$ cat src/inc/hpsc_map.svh
`ifndef HPSC_MAP_SVH
`define HPSC_MAP_SVH

// Register indices; the byte address on the bus is four times the index
`define HPSC_SCTL_IDX        12'h058
`define HPSC_SSTS_IDX        12'h05A
`define HPSC_CFG_IDX         12'h080
`define HPSC_MASK_IDX        12'h081
`define HPSC_SCTL_ADDR       (`HPSC_SCTL_IDX * 12'h004)
`define HPSC_SSTS_ADDR       (`HPSC_SSTS_IDX * 12'h004)
`define HPSC_CFG_ADDR        (`HPSC_CFG_IDX * 12'h004)
`define HPSC_MASK_ADDR       (`HPSC_MASK_IDX * 12'h004)

// Slot control field positions
`define HPSC_SCTL_MASTER     5
`define HPSC_SCTL_TOGGLE     11
`define HPSC_SCTL_DLCE       12
`define HPSC_SCTL_WMASK      16'h103F
`define HPSC_SCTL_RST        16'h0000

// Slot status field positions
`define HPSC_SSTS_BUTTON     0
`define HPSC_SSTS_PFAULT     1
`define HPSC_SSTS_LATCHCHG   2
`define HPSC_SSTS_CARDCHG    3
`define HPSC_SSTS_CMDDONE    4
`define HPSC_SSTS_LATCH      5
`define HPSC_SSTS_CARD       6
`define HPSC_SSTS_ILOCK      7
`define HPSC_SSTS_LINKCHG    8
`define HPSC_SSTS_W1C_MASK   16'h011F
`define HPSC_LATCH_RST       1'b0
`define HPSC_CARD_RST        1'b1

// Configuration and interrupt mask registers
`define HPSC_CFG_ILOCK       0
`define HPSC_CFG_WMASK       16'h0001
`define HPSC_CFG_RST         16'h0000
`define HPSC_MASK_RST        16'h0000

// Pin synchroniser reset image: {interlock, card, latch, fault, button}
`define HPSC_PIN_RST         5'h08

`endif

$ cat src/inc/hpsc_pkg.sv
package hpsc_pkg;

	// Register target selected by the current bus address
	typedef enum logic [2:0] {
		HPSC_SEL_NONE,
		HPSC_SEL_SCTL,
		HPSC_SEL_SSTS,
		HPSC_SEL_CFG,
		HPSC_SEL_MASK
	} hpsc_sel_t;

	typedef logic [15:0] hpsc_reg16_t;

endpackage

$ cat src/rtl/hpsc_slot_regs.sv
`timescale 1ns/1ps
`include "hpsc_map.svh"

module hpsc_slot_regs (
	input  logic        pclk,                // Core clock, 40 MHz
	input  logic        presetn,             // Async reset, active low
	input  logic        psel,                // APB select
	input  logic        penable,             // APB access phase
	input  logic        pwrite,              // APB direction, high for write
	input  logic [11:0] paddr,               // APB byte address
	input  logic [31:0] pwdata,              // APB write data
	input  logic [3:0]  pstrb,               // APB byte strobes
	output logic [31:0] prdata,              // APB read data
	output logic        pready,              // APB ready
	output logic        pslverr,             // APB error on unmapped address
	input  logic        attn_button,         // Button pin, high while pressed
	input  logic        power_fault_in,      // Power controller fault pin
	input  logic        latch_open_in,       // Retention latch sensor, high when open
	input  logic        card_present_in,     // Presence detect pin
	input  logic        interlock_engaged_in,// Interlock feedback pin
	input  logic        link_active,         // Link active level, same clock
	input  logic        cmd_done,            // Command finished pulse, same clock
	output logic        interlock_toggle,    // One-cycle pulse to flip the interlock
	output logic        hotplug_irq          // Hot-plug interrupt level
);

	// Bus handshake state
	logic        pready_q;
	logic        pslverr_q;
	logic [31:0] prdata_q;

	// Software visible registers
	hpsc_pkg::hpsc_reg16_t sctl_q;
	hpsc_pkg::hpsc_reg16_t sctl_d;
	hpsc_pkg::hpsc_reg16_t cfg_q;
	hpsc_pkg::hpsc_reg16_t cfg_d;
	hpsc_pkg::hpsc_reg16_t mask_q;
	hpsc_pkg::hpsc_reg16_t mask_d;

	// Pin images and previous values for edge detection
	logic [4:0] pin_sync;
	logic       button_prev_q;
	logic       fault_prev_q;
	logic       latch_prev_q;
	logic       card_prev_q;
	logic       link_prev_q;
	logic       toggle_q;
	logic       irq_q;

	// Decode of the current bus request
	hpsc_pkg::hpsc_sel_t   sel;
	wire        acc      = psel & penable;
	wire        first    = acc & ~pready_q;
	wire        done     = acc & pready_q;
	wire        wr_go    = done & pwrite;
	wire [15:0] lane_m   = {{8{pstrb[1]}}, {8{pstrb[0]}}};
	wire        wr_sctl  = wr_go & (sel == hpsc_pkg::HPSC_SEL_SCTL);
	wire        wr_ssts  = wr_go & (sel == hpsc_pkg::HPSC_SEL_SSTS);
	wire        wr_cfg   = wr_go & (sel == hpsc_pkg::HPSC_SEL_CFG);
	wire        wr_mask  = wr_go & (sel == hpsc_pkg::HPSC_SEL_MASK);

	assign sel = (paddr == `HPSC_SCTL_ADDR) ? hpsc_pkg::HPSC_SEL_SCTL :
		     (paddr == `HPSC_SSTS_ADDR) ? hpsc_pkg::HPSC_SEL_SSTS :
		     (paddr == `HPSC_CFG_ADDR)  ? hpsc_pkg::HPSC_SEL_CFG  :
		     (paddr == `HPSC_MASK_ADDR) ? hpsc_pkg::HPSC_SEL_MASK :
		     hpsc_pkg::HPSC_SEL_NONE;

	// Live pin levels after synchronisation
	wire button_s = pin_sync[0];
	wire fault_s  = pin_sync[1];
	wire latch_s  = pin_sync[2];
	wire card_s   = pin_sync[3];
	wire ilock_s  = pin_sync[4];
	wire ilock_ok = cfg_q[`HPSC_CFG_ILOCK];

	hpsc_sync #(
		.WIDTH   (5),
		.RST_VAL (`HPSC_PIN_RST)
	) u_pin_sync (
		.clk   (pclk),
		.rst_n (presetn),
		.d     ({interlock_engaged_in, card_present_in, latch_open_in,
			 power_fault_in, attn_button}),
		.q     (pin_sync)
	);

	// Slot events; level pins become edges so a held level raises one event
	wire button_rise = button_s & ~button_prev_q;
	wire fault_rise  = fault_s & ~fault_prev_q;
	wire latch_chg   = latch_s ^ latch_prev_q;
	wire card_chg    = card_s ^ card_prev_q;
	wire link_chg    = link_active ^ link_prev_q;

	wire [15:0] ev_set = {7'h00, link_chg, 3'h0, cmd_done, card_chg,
			      latch_chg, fault_rise, button_rise};
	wire [15:0] ev_clr = pwdata[15:0] & lane_m & {16{wr_ssts}};
	wire [15:0] flags;

	// One sticky flag per event bit; other bits stay zero
	genvar gi;
	generate
		for (gi = 0; gi < 16; gi++) begin : g_flag
			if ((`HPSC_SSTS_W1C_MASK & (16'h0001 << gi)) != 16'h0000) begin : g_on
				hpsc_evflag u_flag (
					.clk    (pclk),
					.rst_n  (presetn),
					.set    (ev_set[gi]),
					.clr    (ev_clr[gi]),
					.flag_q (flags[gi])
				);
			end else begin : g_off
				assign flags[gi] = 1'b0;
			end
		end
	endgenerate

	// Status image: sticky flags plus live state, reserved bits zero
	wire        ilock_st = ilock_s & ilock_ok;
	wire [15:0] ssts_rd  = flags | {8'h00, ilock_st, card_s, latch_s, 5'h00};
	// Toggle bit is never stored, so it always reads zero
	wire [15:0] sctl_rd  = sctl_q & `HPSC_SCTL_WMASK;

	wire [31:0] rd_word = (sel == hpsc_pkg::HPSC_SEL_SCTL) ? {16'h0000, sctl_rd} :
			      (sel == hpsc_pkg::HPSC_SEL_SSTS) ? {16'h0000, ssts_rd} :
			      (sel == hpsc_pkg::HPSC_SEL_CFG)  ? {16'h0000, cfg_q}   :
			      (sel == hpsc_pkg::HPSC_SEL_MASK) ? {16'h0000, mask_q}  :
			      32'h0000_0000;

	// Register writes honour byte strobes; reserved bits are never stored
	wire [15:0] sctl_wm = lane_m & {16{wr_sctl}} & `HPSC_SCTL_WMASK;
	wire [15:0] cfg_wm  = lane_m & {16{wr_cfg}} & `HPSC_CFG_WMASK;
	wire [15:0] mask_wm = lane_m & {16{wr_mask}} & `HPSC_SSTS_W1C_MASK;

	assign sctl_d = (sctl_q & ~sctl_wm) | (pwdata[15:0] & sctl_wm);
	assign cfg_d  = (cfg_q & ~cfg_wm) | (pwdata[15:0] & cfg_wm);
	assign mask_d = (mask_q & ~mask_wm) | (pwdata[15:0] & mask_wm);

	// A one in the toggle bit only acts when the interlock exists
	wire toggle_d = wr_sctl & pstrb[1] & pwdata[`HPSC_SCTL_TOGGLE] & ilock_ok;

	// Enables per flag, each gated by the master enable and the mask
	wire [15:0] flag_en = {7'h00, sctl_q[`HPSC_SCTL_DLCE], 3'h0, sctl_q[4:0]};
	wire        irq_d   = sctl_q[`HPSC_SCTL_MASTER] & (|(flags & flag_en & mask_q));

	// Bus slave: one wait state so read data comes from a flop
	always_ff @(posedge pclk or negedge presetn) begin
		if (!presetn) begin
			pready_q  <= 1'b0;
			pslverr_q <= 1'b0;
			prdata_q  <= 32'h0000_0000;
		end else begin
			pready_q  <= first;
			pslverr_q <= first & (sel == hpsc_pkg::HPSC_SEL_NONE);
			if (first) begin
				prdata_q <= rd_word;
			end
		end
	end

	// Control, configuration and mask registers
	always_ff @(posedge pclk or negedge presetn) begin
		if (!presetn) begin
			sctl_q <= `HPSC_SCTL_RST;
			cfg_q  <= `HPSC_CFG_RST;
			mask_q <= `HPSC_MASK_RST;
		end else begin
			sctl_q <= sctl_d;
			cfg_q  <= cfg_d;
			mask_q <= mask_d;
		end
	end

	// Previous levels for change detection; presence starts as present
	always_ff @(posedge pclk or negedge presetn) begin
		if (!presetn) begin
			button_prev_q <= 1'b0;
			fault_prev_q  <= 1'b0;
			latch_prev_q  <= `HPSC_LATCH_RST;
			card_prev_q   <= `HPSC_CARD_RST;
			link_prev_q   <= 1'b0;
		end else begin
			button_prev_q <= button_s;
			fault_prev_q  <= fault_s;
			latch_prev_q  <= latch_s;
			card_prev_q   <= card_s;
			link_prev_q   <= link_active;
		end
	end

	// Outputs held in flops
	always_ff @(posedge pclk or negedge presetn) begin
		if (!presetn) begin
			toggle_q <= 1'b0;
			irq_q    <= 1'b0;
		end else begin
			toggle_q <= toggle_d;
			irq_q    <= irq_d;
		end
	end

	assign prdata           = prdata_q;
	assign pready           = pready_q;
	assign pslverr          = pslverr_q;
	assign interlock_toggle = toggle_q;
	assign hotplug_irq      = irq_q;
endmodule

$ cat src/rtl/hpsc_sync.sv
`timescale 1ns/1ps

module hpsc_sync #(
	parameter int          WIDTH  = 5,
	parameter logic [WIDTH-1:0] RST_VAL = '0
) (
	input  logic             clk,     // Core clock
	input  logic             rst_n,   // Async reset, active low
	input  logic [WIDTH-1:0] d,       // Asynchronous pin levels
	output logic [WIDTH-1:0] q        // Synchronised levels
);

	generate
		if (WIDTH < 1) begin : g_chk
			$error("hpsc_sync: WIDTH must be at least one");
		end
	endgenerate

	logic [WIDTH-1:0] meta_q;

	// Two stages; the first one feeds only the second to bound metastability
	always_ff @(posedge clk or negedge rst_n) begin
		if (!rst_n) begin
			meta_q <= RST_VAL;
			q      <= RST_VAL;
		end else begin
			meta_q <= d;
			q      <= meta_q;
		end
	end

endmodule

$ cat src/rtl/hpsc_evflag.sv
`timescale 1ns/1ps

module hpsc_evflag (
	input  logic clk,     // Core clock
	input  logic rst_n,   // Async reset, active low
	input  logic set,     // Event pulse
	input  logic clr,     // Write-one-to-clear strobe
	output logic flag_q   // Sticky flag
);

	logic flag_d;

	// Set beats clear so an event landing on the clear cycle is kept
	assign flag_d = set | (flag_q & ~clr);

	always_ff @(posedge clk or negedge rst_n) begin
		if (!rst_n) begin
			flag_q <= 1'b0;
		end else begin
			flag_q <= flag_d;
		end
	end

endmodule

$ cat config.mk
export PLATFORM = sky130hd
export DESIGN_NAME = hpsc_slot_regs
export DESIGN_NICKNAME = d
export VERILOG_FILES = /design/src/inc/hpsc_pkg.sv /design/src/rtl/hpsc_slot_regs.sv /design/src/rtl/hpsc_sync.sv /design/src/rtl/hpsc_evflag.sv
export VERILOG_INCLUDE_DIRS = /design/src /design/src/inc
export SDC_FILE = /design/constraint.sdc
export NUM_CORES = 1
export LEC_CHECK = 0
export ABC_AREA = 0
export BUFFER_PORTS_ARGS = -buffer_cell sky130_fd_sc_hd__clkbuf_2
export CAP_MARGIN = 20
export CORE_ASPECT_RATIO = 0.75
export CORE_MARGIN = 4
export CORE_UTILIZATION = 49
export CTS_BUF_LIST = sky130_fd_sc_hd__clkbuf_4 sky130_fd_sc_hd__clkbuf_8
export DETAILED_ROUTE_END_ITERATION = 12
export GPL_ROUTABILITY_DRIVEN = 0
export HOLD_SLACK_MARGIN = 0.1
export PLACE_DENSITY = 0.82
export SLEW_MARGIN = 15
export SYNTH_ARGS = -nofsm -noshare
export SYNTH_HDL_FRONTEND = slang
export SYNTH_SLANG_ARGS = --single-unit
$ cat constraint.sdc
create_clock -name pclk -period 1.75 [get_ports pclk]
set_input_delay 0.35 -clock pclk [delete_from_list [all_inputs] [get_ports pclk]]
set_output_delay 0.35 -clock pclk [all_outputs]
set_load 0.01 [all_outputs]
==> results.sh <==
export IMPL_status="completed"
export IMPL_fin_nets=324
export IMPL_cp_required_ns=1.92
export IMPL_grt_usage_pct=18.9
export IMPL_grt_ovfl_total=0
export IMPL_met3_usage_pct=5.73
export IMPL_ant_nets=0
export IMPL_synth_main_ff_cell="dfrtp_1"
export IMPL_avgSynthCellArea_um2=11.3
export IMPL_path_cells="clkbuf_2 > buf_4 > nor4_4 > buf_4 > buf_4 > nand3_1 > nor3_1 > a211oi_1"
export IMPL_routedWlPerCell_um=15.8
export IMPL_first_pass_iters=4
export IMPL_grt_pass1_wl_um=8140
export IMPL_num_vias=1666
export IMPL_ys_types=36
export IMPL_clockBufferDepth=2
export IMPL_stdcell_area_mm2=0.00271
export IMPL_synth_top_cell_by_area="dfrtp_1"
export IMPL_initial_core_util_pct=52.8
export IMPL_yosysTopAreaCellShare_pct=51.9
export IMPL_grtUsageMet1_pct=24.3
export IMPL_cts_setup_buffers=0
export IMPL_grt_pass1_vias=1722
export IMPL_drcViolationCount=0
export IMPL_setup_viol_count_final=0
export IMPL_period_needed_ns=1.58
export IMPL_insertion_delay_ns=0.29
export IMPL_crit_path_top_delay_cell="nor4_4"
export IMPL_rsz0062_at_grt="false"
export IMPL_cts_buffers=5
export IMPL_dp_hpwl_um=3790
export IMPL_die_w_um=85.7
export IMPL_synth_seq_area_share_pct=55.4
export IMPL_io_pins=96
export IMPL_vias_per_cell=5.21
export IMPL_drive_gt1_share_pct=36.6
export IMPL_first_iter_violations=123
export IMPL_rows=20
export IMPL_netlist_top_cells_area="dfrtp_1 52%, buf_4 7.4%, mux2_2 7.1%, dfstp_2 3.6%, nand2_1 2.9%"
export IMPL_final_hold_violation_count=0
export IMPL_max_stage_delay_ns=0.29
export IMPL_dpl_instance_area_mm2=0.00258
export IMPL_synthCells=197
export IMPL_multi_input_area_um2=862
export IMPL_drv_slew=0
export IMPL_antenna_cells=0
export IMPL_ys_seq_elements=49
export IMPL_post_cts_resized=0
export IMPL_clock_sinks=49
export IMPL_fmax_mhz=634
export IMPL_syn_area_mm2=0.00222
export IMPL_nFillCells=346
export IMPL_dp_cells=311
export IMPL_powerDensity_mw_per_mm2=819
export IMPL_startpoint_type="input pin"
export IMPL_core_mm2=0.00420
export IMPL_yosysWarnings=0
export IMPL_fin_cells=320
export IMPL_antenna_found_initial=0
export IMPL_synth_edf_count=0
export IMPL_htree_levels=2
export IMPL_holdCritPathClass="in2reg"
export IMPL_async_flop_share_pct=100
export IMPL_finalPower_mw=2.22
export IMPL_p_leak_nw=1.31
export IMPL_grt_start_max_net_pins=50
export IMPL_crit_buf_inv=4
export IMPL_period_share_pct=90.1
export IMPL_max_cap_violations=0
export IMPL_area_delta_synth_final_pct=22.0
export IMPL_hold_buffers=1
export IMPL_crit_top_cell="buf_4"
export IMPL_path_max_fanout=6
export IMPL_portBuffers=48
export IMPL_clk_pin_slew_ns=0.08
export IMPL_cts_root_buf="clkbuf_8"
export IMPL_ir_worst_vdd_mv=0.488
export IMPL_die_h_um=66.3
export IMPL_cts_tree="done"
export IMPL_grt_use_met2_pct=31.2
export IMPL_skew_ns=0.00528
export IMPL_routed_wirelength_um=5050
export IMPL_crit_family="simple AND/OR/NAND/NOR gates"
export IMPL_crit_type="in2reg"
export IMPL_gr_max_usage_layer="met2"
export IMPL_critical_path_arrival_ns=1.75
export IMPL_seqCellArea_mm2=0.00123
export IMPL_endpoint_kind="flop"
export IMPL_dieArea_mm2=0.00568
export IMPL_whs_ns=0.127
[cells by family (layout without fill, tap and decap cells)]
group | after synthesis | count (layout) | synth area share, %
and+or+nand+nor | 69 | 69 | 18.6
other | 1 | 22 | 0.169
xor gates and xnor gates | 3 | 3 | 1.18
AOI/OAI and AO/OA | 27 | 27 | 7.39
DFF | 49 | 49 | 55.4
muxes | 16 | 16 | 8.01
buffers and inverters | 32 | 79 | 9.25
[where the power goes]
part | switching (mW) | internal, mW
Sequential | 0.0173 | 1.17
Combinational | 0.123 | 0.0802
Clock | 0.348 | 0.481
[worst reg2reg max path, cell delays in order (launching register included)]
cell and delay, ns:
dfrtp_1 0.36, and4_1 0.24, nand2_1 0.15, nor3_4 0.23, buf_12 0.15, mux2_2 0.33
[cell usage after synthesis, types with 4 or more instances]
cell type  count
buf_4         22
a21oi_1        4
nor2_1         6
a31oi_1        4
nand2_1       17
a211oi_1       4
and3_1         7
clkbuf_1       4
mux2_2        14
nor3_1         8
nand2b_1       5
o21ai_0       10
nand4_1        7
nand3_1        9
dfrtp_1       46
[path summary, 6_finish.rpt]
path,depth (start not counted),slack (ns),endpoint,from
worst max register to register,5,0.18,flop,pready
max in group asynchronous,3,0.89,u_pin_sync.q[3],presetn
worst min register to register,0,0.36,u_pin_sync.q[1],u_pin_sync.meta_q[1]
worst max-delay path,8,0.17,prdata[4],paddr[7]
min in group asynchronous,3,0.58,prdata[7],presetn
worst min-delay path,1,0.13,u_pin_sync.meta_q[3],card_present_in
[through the flow]
step	setup WS, ns	util, %	TNS, ns
6_report	0.173	64.4	0
5_1_grt	0.114	64.4	0
2_1_floorplan	0.0452	-	0
3_3_place_gp	-0.0762	61.3	-0.545
3_5_place_dp	-0.0911	61.3	-1.08
4_1_cts	0.193	64.4	0
[cell usage in the layout, fill, tap and decap left out, types with 2 or more instances in the layout]
| cell | synthesis | final |
|---|---|---|
| nand3_1 | 9 | 9 |
| o21ai_0 | 10 | 10 |
| clkbuf_8 | 0 | 6 |
| o31ai_1 | 2 | 2 |
| and3_1 | 7 | 7 |
| and4_1 | 2 | 2 |
| a211oi_1 | 4 | 4 |
| mux2_2 | 14 | 14 |
| inv_1 | 3 | 3 |
| nand4_1 | 7 | 7 |
| xnor2_1 | 2 | 2 |
| buf_4 | 22 | 16 |
| nor2_1 | 6 | 6 |
| a31oi_1 | 4 | 4 |
| mux2i_1 | 2 | 2 |
| nand2b_1 | 5 | 5 |
| conb_1 | 1 | 22 |
| buf_12 | 0 | 2 |
| dfstp_2 | 3 | 3 |
| nor3_1 | 8 | 8 |
| a21oi_1 | 4 | 4 |
| nand2_1 | 17 | 17 |
| clkbuf_2 | 0 | 48 |
| dfrtp_1 | 46 | 46 |
[cell type report]
class / count / area share (%)
sequential: 49 / 45.4
multi-input combinational: 137 / 31.9
timing repair buffer: 67 / 15.2
clock buffer: 7 / 3.33
tap: 55 / 2.54
clock inverter: 1 / 1.11
inverter: 4 / 0.555
[metal layers]
layer  vias up  part of all wire (%)
met5         -                     0
met1       805                    40
met2        73                    51
li1        784                     -
met4         0                  0.65
met3         4                   8.3
Power figures use the tool's default switching activity.
